==> config.mk <==
export PLATFORM = sky130hd
export DESIGN_NAME = irq_enable_and_mode_control
export DESIGN_NICKNAME = d
export VERILOG_FILES = /design/src/common/irq_mode_pkg.sv /design/src/rtl/irq_enable_and_mode_control.sv
export VERILOG_INCLUDE_DIRS = /design/src /design/src/common
export SDC_FILE = /design/constraint.sdc
export NUM_CORES = 1
export LEC_CHECK = 0
export ABC_AREA = 1
export BUFFER_PORTS_ARGS = -buffer_cell sky130_fd_sc_hd__buf_2
export CAP_MARGIN = 30
export CORE_AREA = 10 10 97 99
export DETAILED_ROUTE_END_ITERATION = 6
export DIE_AREA = 0 0 107 109
export PLACE_DENSITY = 0.66
export SLEW_MARGIN = 30
export SYNTH_ARGS = -nofsm -noshare
export SYNTH_HDL_FRONTEND = slang
export SYNTH_SLANG_ARGS = --single-unit
==> constraint.sdc <==
create_clock -name pclk -period 2.5 [get_ports pclk]
set_input_delay 0.5 -clock pclk [delete_from_list [all_inputs] [get_ports pclk]]
set_output_delay 0.5 -clock pclk [all_outputs]
set_load 0.02 [all_outputs]
==> src/common/irq_mode_params.svh <==
`ifndef IRQ_MODE_PARAMS_SVH
`define IRQ_MODE_PARAMS_SVH
// Register byte addresses (index times four)
`define IDX_IRQ_EN1 8'h05
`define IDX_IRQ_EN2 8'h06
`define IDX_MODE1 8'h07
`define IDX_STATUS1 8'h03
`define IDX_STATUS2 8'h04
`define ADDR_IRQ_EN1 12'h014
`define ADDR_IRQ_EN2 12'h018
`define ADDR_MODE1 12'h01C
`define ADDR_STATUS1 12'h00C
`define ADDR_STATUS2 12'h010
// Reset values
`define RST_IRQ_EN1 8'h00
`define RST_IRQ_EN2 8'h00
`define RST_MODE1 8'h00
// Writable bit masks, reserved positions are zero
`define MASK_IRQ_EN1 8'h9B
`define MASK_IRQ_EN2 8'hFF
`define MASK_MODE1 8'hF7
// Mode control bit positions
`define BIT_SWRES 7
`define BIT_LBD_EN 6
`define BIT_WUT_EN 5
`define BIT_LF_SEL 4
`define BIT_RX_ON 2
`define BIT_PLL_ON 1
`define BIT_XTAL_ON 0
// Status 2 bit positions
`define BIT_PREA_VAL 6
`define BIT_PREA_INV 5
`define BIT_LBD 2
`endif

==> src/common/irq_mode_pkg.sv <==
package irq_mode_pkg;
  // APB slave phase
  typedef enum logic [0:0] {APB_IDLE, APB_DONE} apb_state_t;
  typedef logic [7:0] reg8_t;
endpackage

==> src/rtl/irq_enable_and_mode_control.sv <==
// Functional notes
// - First enable register resets to zero
// - Enable bit 7 passes FIFO errors
// - Enable bit 4 passes FIFO almost-full
// - Enable bit 3 passes external interrupt
// - Enable bit 1 passes valid packet
// - Enable bit 0 passes CRC error
// - Second enable bit 7 gates sync word
// - Bit 6 gates valid preamble, needs detection
// - Bit 5 gates invalid preamble, needs detection
// - Bit 4 gates RSSI threshold event
// - Bit 3 gates wake-up timer expiry
// - Bit 2 gates low-battery event
// - Bit 1 gates crystal-ready event
// - Bit 0 gates power-on-reset event
// - Mode bit 7 resets registers, self-clears
// - Mode bit 6 runs low-battery detector
// - Mode bit 5 runs wake-up timer
// - Mode bit 4 selects RC or crystal
// - Mode bit 2 receiver on, auto-clears
// - Mode bit 1 keeps PLL on idle
// - Mode bit 0 keeps crystal running
// - Enabled rising status drives interrupt low
// - Status read releases pin, clears enabled
// - Low-battery latched even while disabled
`timescale 1ns/10ps
`default_nettype none
`include "irq_mode_params.svh"
module irq_enable_and_mode_control
(
  // APB clock and reset
  input wire logic pclk,
  input wire logic presetn,
  // APB slave
  input wire logic psel,
  input wire logic penable,
  input wire logic pwrite,
  input wire logic [11:0] paddr,
  input wire logic [31:0] pwdata,
  output logic [31:0] prdata,
  output logic pready,
  output logic pslverr,
  // Event pulses, same clock domain
  input wire logic [7:0] events1,
  input wire logic [7:0] events2,
  input wire logic preamble_detect_en,
  input wire logic multi_packet_en,
  // Receiver controls
  output logic lbd_enable,
  output logic wut_enable,
  output logic low_freq_osc_select,
  output logic rx_on,
  output logic pll_on,
  output logic xtal_on,
  // Interrupt pin
  output logic interrupt_out_n
);
  // Enable and mode registers
  irq_mode_pkg::reg8_t en1_q;
  irq_mode_pkg::reg8_t en2_q;
  irq_mode_pkg::reg8_t mode_q;
  // Latched event status
  irq_mode_pkg::reg8_t st1_q;
  irq_mode_pkg::reg8_t st2_q;
  // Previous event levels for rise detection
  irq_mode_pkg::reg8_t ev1_prev_q;
  irq_mode_pkg::reg8_t ev2_prev_q;
  irq_mode_pkg::apb_state_t apb_q;
  logic soft_reset_q;
  logic wr_en;
  logic rd_en;
  irq_mode_pkg::reg8_t rise1;
  irq_mode_pkg::reg8_t rise2;
  irq_mode_pkg::reg8_t gate2;
  logic rd_st1;
  logic rd_st2;
  logic irq_d;

  // Address decode shared by read and write paths
  function automatic logic hit(input logic [11:0] a, input logic [11:0] r);
    hit = (a == r);
  endfunction

  // Writes land on the edge where the master sees pready high
  assign wr_en = psel && penable && pwrite && (apb_q == irq_mode_pkg::APB_DONE);
  // Reads capture and clear on the first access edge, so no event slips between
  assign rd_en = psel && penable && !pwrite && (apb_q == irq_mode_pkg::APB_IDLE);
  assign rd_st1 = rd_en && hit(paddr, `ADDR_STATUS1);
  assign rd_st2 = rd_en && hit(paddr, `ADDR_STATUS2);
  assign rise1 = events1 & ~ev1_prev_q;
  assign rise2 = events2 & ~ev2_prev_q;

  // Preamble enables only act with detection on
  always_comb
  begin
    gate2 = en2_q;
    if (!preamble_detect_en)
    begin
      gate2[`BIT_PREA_VAL] = 1'b0;
      gate2[`BIT_PREA_INV] = 1'b0;
    end
  end

  // Pin low while any enabled latched bit stands
  assign irq_d = |(st1_q & en1_q) || |(st2_q & gate2);

  // APB handshake, access phase with one wait state
  always_ff @(posedge pclk or negedge presetn)
  begin
    if (!presetn)
    begin
      apb_q <= irq_mode_pkg::APB_IDLE;
      pready <= 1'b0;
      pslverr <= 1'b0;
    end
    else
    begin
      // Ready registered, so answer comes one cycle into access
      if (psel && penable && apb_q == irq_mode_pkg::APB_IDLE)
      begin
        apb_q <= irq_mode_pkg::APB_DONE;
        pready <= 1'b1;
        pslverr <= !(hit(paddr, `ADDR_IRQ_EN1) || hit(paddr, `ADDR_IRQ_EN2) ||
                     hit(paddr, `ADDR_MODE1) || hit(paddr, `ADDR_STATUS1) ||
                     hit(paddr, `ADDR_STATUS2));
      end
      else
      begin
        apb_q <= irq_mode_pkg::APB_IDLE;
        pready <= 1'b0;
        pslverr <= 1'b0;
      end
    end
  end

  // Read data, captured with the same decision as pready
  always_ff @(posedge pclk or negedge presetn)
  begin
    if (!presetn)
      prdata <= 32'h00000000;
    else if (rd_en)
    begin
      if (hit(paddr, `ADDR_IRQ_EN1))
        prdata <= {24'h000000, en1_q};
      else if (hit(paddr, `ADDR_IRQ_EN2))
        prdata <= {24'h000000, en2_q};
      else if (hit(paddr, `ADDR_MODE1))
        prdata <= {24'h000000, mode_q};
      else if (hit(paddr, `ADDR_STATUS1))
        prdata <= {24'h000000, st1_q};
      else if (hit(paddr, `ADDR_STATUS2))
        prdata <= {24'h000000, st2_q};
      else
        prdata <= 32'h00000000;
    end
    else
      prdata <= 32'h00000000;
  end

  // Software reset pulse, one cycle after the write
  always_ff @(posedge pclk or negedge presetn)
  begin
    if (!presetn)
      soft_reset_q <= 1'b0;
    else
      soft_reset_q <= wr_en && hit(paddr, `ADDR_MODE1) && pwdata[`BIT_SWRES];
  end

  // Enable registers; reserved positions masked
  always_ff @(posedge pclk or negedge presetn)
  begin
    if (!presetn)
    begin
      en1_q <= `RST_IRQ_EN1;
      en2_q <= `RST_IRQ_EN2;
    end
    else if (soft_reset_q)
    begin
      en1_q <= `RST_IRQ_EN1;
      en2_q <= `RST_IRQ_EN2;
    end
    else if (wr_en)
    begin
      if (hit(paddr, `ADDR_IRQ_EN1))
        en1_q <= pwdata[7:0] & `MASK_IRQ_EN1;
      if (hit(paddr, `ADDR_IRQ_EN2))
        en2_q <= pwdata[7:0] & `MASK_IRQ_EN2;
    end
  end

  // Mode register; reset bit never stored, so it reads back cleared
  always_ff @(posedge pclk or negedge presetn)
  begin
    if (!presetn)
      mode_q <= `RST_MODE1;
    else if (soft_reset_q)
      mode_q <= `RST_MODE1;
    else if (wr_en && hit(paddr, `ADDR_MODE1))
      mode_q <= pwdata[7:0] & `MASK_MODE1 & ~(8'h01 << `BIT_SWRES);
    else if (rise1[1] && !multi_packet_en)
      mode_q[`BIT_RX_ON] <= 1'b0;
  end

  // Event latches; a new rise wins over a read clear
  always_ff @(posedge pclk or negedge presetn)
  begin
    if (!presetn)
    begin
      st1_q <= 8'h00;
      st2_q <= 8'h00;
      ev1_prev_q <= 8'h00;
      ev2_prev_q <= 8'h00;
    end
    else
    begin
      ev1_prev_q <= events1;
      ev2_prev_q <= events2;
      // Only enabled bits clear; disabled ones, e.g. low battery, persist
      st1_q <= (st1_q & ~(rd_st1 ? en1_q : 8'h00)) | (rise1 & `MASK_IRQ_EN1);
      st2_q <= (st2_q & ~(rd_st2 ? gate2 : 8'h00)) | rise2;
    end
  end

  // Registered active-low pin; released the cycle after a status read
  always_ff @(posedge pclk or negedge presetn)
  begin
    if (!presetn)
      interrupt_out_n <= 1'b1;
    else
      interrupt_out_n <= !irq_d;
  end

  // Mode outputs straight from flops
  always_ff @(posedge pclk or negedge presetn)
  begin
    if (!presetn)
    begin
      lbd_enable <= 1'b0;
      wut_enable <= 1'b0;
      low_freq_osc_select <= 1'b0;
      rx_on <= 1'b0;
      pll_on <= 1'b0;
      xtal_on <= 1'b0;
    end
    else
    begin
      lbd_enable <= mode_q[`BIT_LBD_EN];
      wut_enable <= mode_q[`BIT_WUT_EN];
      low_freq_osc_select <= mode_q[`BIT_LF_SEL];
      rx_on <= mode_q[`BIT_RX_ON];
      pll_on <= mode_q[`BIT_PLL_ON];
      xtal_on <= mode_q[`BIT_XTAL_ON];
    end
  end
endmodule // irq_enable_and_mode_control
`default_nettype wire

==> flow_summary.json, run 1 <==
{
  "seqCellArea_um2": 1580,
  "reg2regPathDepth": 7,
  "instances_no_fill": 506,
  "multi_input_area_um2": 1080,
  "clk_pin_slew_ps": 70,
  "fill_cells": 775,
  "path_delay_family": "simple AND/OR/NAND/NOR gates",
  "wirelength_mm": 7.31,
  "hold_buffers": 0,
  "slew_violations": 0,
  "synth_area_leader_cell": "dfrtp_1",
  "dr.pass1.iters": 5,
  "rsz0062_at_grt": "no",
  "via_per_inst": 4.66,
  "fin_crit_sh_pct": 67.2,
  "fp.dieArea_um2": 11700,
  "drive_gt1_share_pct": 23.0,
  "relSlewSlack_pct": 64.3,
  "routed-wl-met2_mm": 3.31,
  "overflow": 0,
  "leakage_nw": 1.82,
  "p_sw_share_pct": 23.3,
  "setup_viol": 0,
  "comb_power_share_pct": 7.0,
  "pwr-share-seq_pct": 51.3,
  "timing.fmax_mhz": 596,
  "synth_flop_cell": "dfrtp_1",
  "crit_buf_inv": 2,
  "ir_worst_vdd_uv": 288,
  "row_count": 32,
  "remaining_drc_errors": 0,
  "cp-start-kind": "input port",
  "yosysSeqAreaShare_pct": 53.4,
  "cp.required_ps": 2710,
  "internal_power_mw": 1.55,
  "power_frac_clock_pct": 41.7,
  "cap_violations": 0,
  "r2r_slack_ps": 990,
  "worst_skew_pair.late_latency_ps": 330,
  "synthArstFlopShare_pct": 100,
  "cts_resized": 0,
  "min_path_type": "input port to async pin",
  "cts_setup_buffers": 0,
  "dr_wl_met3_um": 678,
  "finalWorstPathRequiredPeriod_ps": 1680,
  "clock_skew_ps": 6.59,
  "hpwlAfterDp_mm": 5.75,
  "avgSynthCellArea_um2": 8.82,
  "crit_top_cell": "nand2_2",
  "synth_edf_count": 0,
  "nets": 468,
  "dp_cells": 492,
  "cts.sinks": 63,
  "start_util_pct": 39.3,
  "core_area_um2": 7530,
  "r2r_end": "st1_q[1]$_DFF_PN0_",
  "yosys.cell_count.top_type": "nand2_1",
  "tightest_slew_ps": 534,
  "powerDensity_nw_per_um2": 586,
  "ant_nets": 0,
  "criticalPathCategory": "input port to register",
  "diodes": 0,
  "grt_pass1_vias": 2460,
  "cp_slowest_cell": "nor2_8",
  "synth_common_cells": "nand2_1 (71), dfrtp_1 (62), inv_1 (43)",
  "antenna_found_initial": 0,
  "arrival_ps": 1890,
  "synth_top_area_share_pct": 52.5,
  "synth.cell_area_um2": 2960,
  "num_vias": 2360,
  "max_stage_delay_ps": 290,
  "yosysUniqueCellTypes": 31,
  "drt_iter0_markers": 130,
  "grt_max_degree": 25,
  "postLayoutCoreUtil_pct": 45.7,
  "synth_area_leaders": "dfrtp_1 (52%), nand2_1 (9.0%), o21ai_0 (6.3%), buf_4 (6.1%), inv_1 (5.5%)",
  "cts_tree": "done",
  "tns_ps": 0,
  "clk_path_buf_depth": 2,
  "routed.top_layer": "met4",
  "p_total_mw": 2.02,
  "hold_viol": 0,
  "post_drt_wl_per_cell_um": 14.4,
  "io_buffers": 56,
  "ys_warn_count": 0,
  "p_switching_uw": 470,
  "grt_usage_pct": 13.3,
  "status": "finished clean",
  "cts_max_level": 3,
  "worstPathMaxFanout": 15,
  "postSynthCellCount": 335,
  "worstReg2RegStart": "apb_q$_DFF_PN0_",
  "path_cells": "buf_2, nor2_1, nand2_2, nor2_8, nand2_1, clkinv_2, nand2_2, o21ai_1, o21ai_0",
  "drt-met1-wl_mm": 3.24,
  "gp_congestion": 0.863,
  "area_growth_pct": 16.5,
  "clockRootBuffer": "clkbuf_8",
  "grt_pass1_wl_mm": 12.3,
  "synth_seq_cells": 63,
  "die_height_um": 109,
  "crit_path_end_kind": "register",
  "cts_buffers": 9,
  "die_w_um": 107,
  "io_pins": 108
}
[sequential cells by signal, indices dropped and copies added, names as in the netlist, 5 cells and up]
signal	count
en1_q	5
en2_q	8
ev1_prev_q	5
ev2_prev_q	8
mode_q	6
prdata	8
st1_q	5
st2_q	8
[cells by family (layout without fill, tap and decap cells)]
family / count (synthesis) / count (layout) / synth area share, %
simple gates: 131 / 131 / 21.1
buf+inv: 74 / 120 / 13.0
compound gates: 66 / 66 / 12.4
flops: 63 / 63 / 53.4
other cells: 1 / 24 / 0.127
[placed cells by master, fill, tap and decap left out, drive strengths merged, types with 13 or more instances in the layout]
cell type,instances
clkbuf,13
nand2,79
dfrtp,62
o21ai,54
buf,59
inv,45
conb,24
nor2,23
nand3,19
[cell type report]
cell class / instances / share of cell area [%]
clock buffer: 13 / 4.32
multi-input combinational: 221 / 31.3
sequential: 63 / 45.8
timing repair buffer: 59 / 8.79
clock inverter: 1 / 0.872
inverter: 47 / 5.16
tap: 102 / 3.71
[worst max path at each step]
stage | end | depth (start not counted) | slack [ps] | start
after floorplan | st2_q[0]$_DFF_PN0_ | 8 | 990 | paddr[11]
after global placement | st2_q[5]$_DFF_PN0_ | 9 | 510 | paddr[11]
after detailed placement | st2_q[1]$_DFF_PN0_ | 9 | 500 | paddr[11]
after CTS | st2_q[1]$_DFF_PN0_ | 9 | 850 | paddr[11]
after global routing | st2_q[1]$_DFF_PN0_ | 9 | 710 | paddr[7]
final | st2_q[1]$_DFF_PN0_ | 9 | 820 | paddr[11]
[per-layer routing]
metal	GRT usage [%]	vias to the layer above
li1	-	1153
met1	16.6	1110
met2	20.2	90
met3	6.02	7
met4	4.45	0
met5	0	-
[worst reg2reg max path, cell delays in order, from the launching register on]
cell and delay (ps):
dfrtp_1 400, inv_1 60, nand2_1 90, nor2_1 100, buf_4 200, nand4_1 220
o21ai_0 260, nand2_1 70
[power groups by stage]
stage | Combinational (mW) | Clock [mW] | Sequential [mW]
after floorplan | 0.0946 | 0 | 1.06
after global placement | 0.139 | 0 | 1.05
after detailed placement | 0.141 | 0 | 1.05
after CTS | 0.141 | 0.860 | 1.04
after global routing | 0.160 | 0.915 | 1.04
final | 0.141 | 0.841 | 1.04
[metrics by stage]
stage / setup WS [ps] / hold slack [ps] / area, um^2
2_1_floorplan: 992 / 204 / 3040
3_3_place_gp: 508 / 397 / 3260
3_5_place_dp: 498 / 397 / 3260
4_1_cts: 847 / 102 / 3440
5_1_grt: 707 / 103 / 3440
6_report: 821 / 88.7 / 3440
Note: power is estimated with default switching activity, not from simulation.
==> run 2: changes to the inputs <==
==> constraint.sdc (replaced) <==
create_clock -name pclk -period 1.6 [get_ports pclk]
set_input_delay 0.32 -clock pclk [delete_from_list [all_inputs] [get_ports pclk]]
set_output_delay 0.32 -clock pclk [all_outputs]
set_load 0.02 [all_outputs]
==> flow_summary.json, run 2 (synthesis gave the netlist of run 1 again) <==
{
  "final_common_cell": "nand2_1",
  "gp_congestion": 0.884,
  "remaining_drc_errors": 0,
  "finalWorstSetupSlack_ps": 152,
  "die_height_um": 109,
  "post_drt_wl_per_cell_um": 14.1,
  "fp.dieArea_um2": 11700,
  "cts_max_level": 3,
  "layout_common_cells": "nand2_1 (71), dfrtp_1 (62), buf_2 (56)",
  "wirelength_mm": 7.26,
  "die_w_um": 107,
  "drive_gt1_share_pct": 24.7,
  "tightest_slew_ps": 496,
  "min_path_type": "input port to register",
  "row_count": 32,
  "rsz0062_at_grt": "no",
  "relSlewSlack_pct": 66.8,
  "core_area_um2": 7530,
  "ant_nets": 0,
  "cts_tree": "done",
  "criticalPathCategory": "register to register",
  "num_vias": 2368,
  "start_util_pct": 39.3,
  "clk_path_buf_depth": 2,
  "hold_buffers": 1,
  "tns_ps": 0,
  "area_growth_pct": 18.7,
  "grt_max_degree": 41,
  "nets": 475,
  "crit_path_end_kind": "register",
  "p_total_mw": 3.10,
  "cap_violations": 0,
  "cts_setup_buffers": 0,
  "cp.required_ps": 1860,
  "cp-start-kind": "register",
  "leakage_nw": 1.86,
  "finalWorstPathRequiredPeriod_ps": 1450,
  "clk_pin_slew_ps": 70,
  "setup_viol": 0,
  "grt_pass1_vias": 2457,
  "hold_viol": 0,
  "cts.sinks": 63,
  "diodes": 0,
  "placed_area_um2": 3320,
  "worst_skew_pair.late_latency_ps": 340,
  "drt_iter0_markers": 167,
  "timing.fmax_mhz": 691,
  "grt_pass1_wl_mm": 12.0,
  "pre_cts_slack_ps": 15.0,
  "fin_area_um2": 3510,
  "dr.pass1.iters": 4,
  "fin_crit_sh_pct": 90.5,
  "cts_resized": 0,
  "powerDensity_nw_per_um2": 883,
  "via_per_inst": 4.60,
  "antenna_found_initial": 0,
  "worstPathMaxFanout": 10,
  "r2r_slack_ps": 150,
  "arrival_ps": 1710,
  "io_pins": 108,
  "clock_skew_ps": 9.66,
  "cts_buffers": 9,
  "status": "finished clean",
  "grt_usage_pct": 13.0,
  "slew_violations": 0,
  "overflow": 0,
  "clockRootBuffer": "clkbuf_8",
  "io_buffers": 56,
  "hpwlAfterDp_mm": 5.65,
  "ir_worst_vdd_uv": 555
}
==> run 2: stage by stage <==
stage / util [%] / cells / hold slack [ps]
3_5_place_dp: 44.1 / 498 / 271
2_1_floorplan: - / 358 / 24.4
4_1_cts: 46.6 / 515 / 77.4
3_3_place_gp: 44.1 / 498 / 266
5_1_grt: 46.6 / 515 / 81.4
6_report: 46.6 / 515 / 90.8
==> run 2: routing by layer <==
metal	part of all wire, %	vias up	GRT usage [%]
li1	-	1171	-
met1	44	1096	16.5
met2	44	88	19.5
met3	10	13	5.60
met4	2.5	0	4.35
met5	0	-	0
==> run 2: critical path, cell delays in order, from the launching register on <==
cell	delay [ps]
dfrtp_1	390
inv_1	60
nand2_1	100
nor2_1	170
buf_4	210
nand2_2	100
o21bai_1	170
a21oi_1	170
==> run 2: where the power goes <==
part           internal, mW  switching (mW)
Sequential             1.61         0.00538
Combinational        0.0653           0.164
Clock                 0.643           0.609
==> run 2: layout make-up <==
class,instances,area [um^2]
fillers,781,4020
flip-flops and latches,63,1580
multi-input cells,221,1080
repair buffers,66,370
inverters,47,178
clock buffers,13,159
well taps,102,128
clock inverters,3,17.5
==> run 2: worst paths after layout <==
path	start	to	cells after the start
worst max-delay path	apb_q$_DFF_PN0_	prdata[6]$_DFF_PN0_	7
worst min-delay path	events2[5]	ev2_prev_q[5]$_DFF_PN0_	1
worst max register to register	apb_q$_DFF_PN0_	prdata[6]$_DFF_PN0_	7
worst min register to register	mode_q[5]$_DFFE_PN0P_	wut_enable$_DFF_PN0_	0
max in group asynchronous	presetn	mode_q[4]$_DFFE_PN0P_	3
min in group asynchronous	presetn	low_freq_osc_select$_DFF_PN0_	2
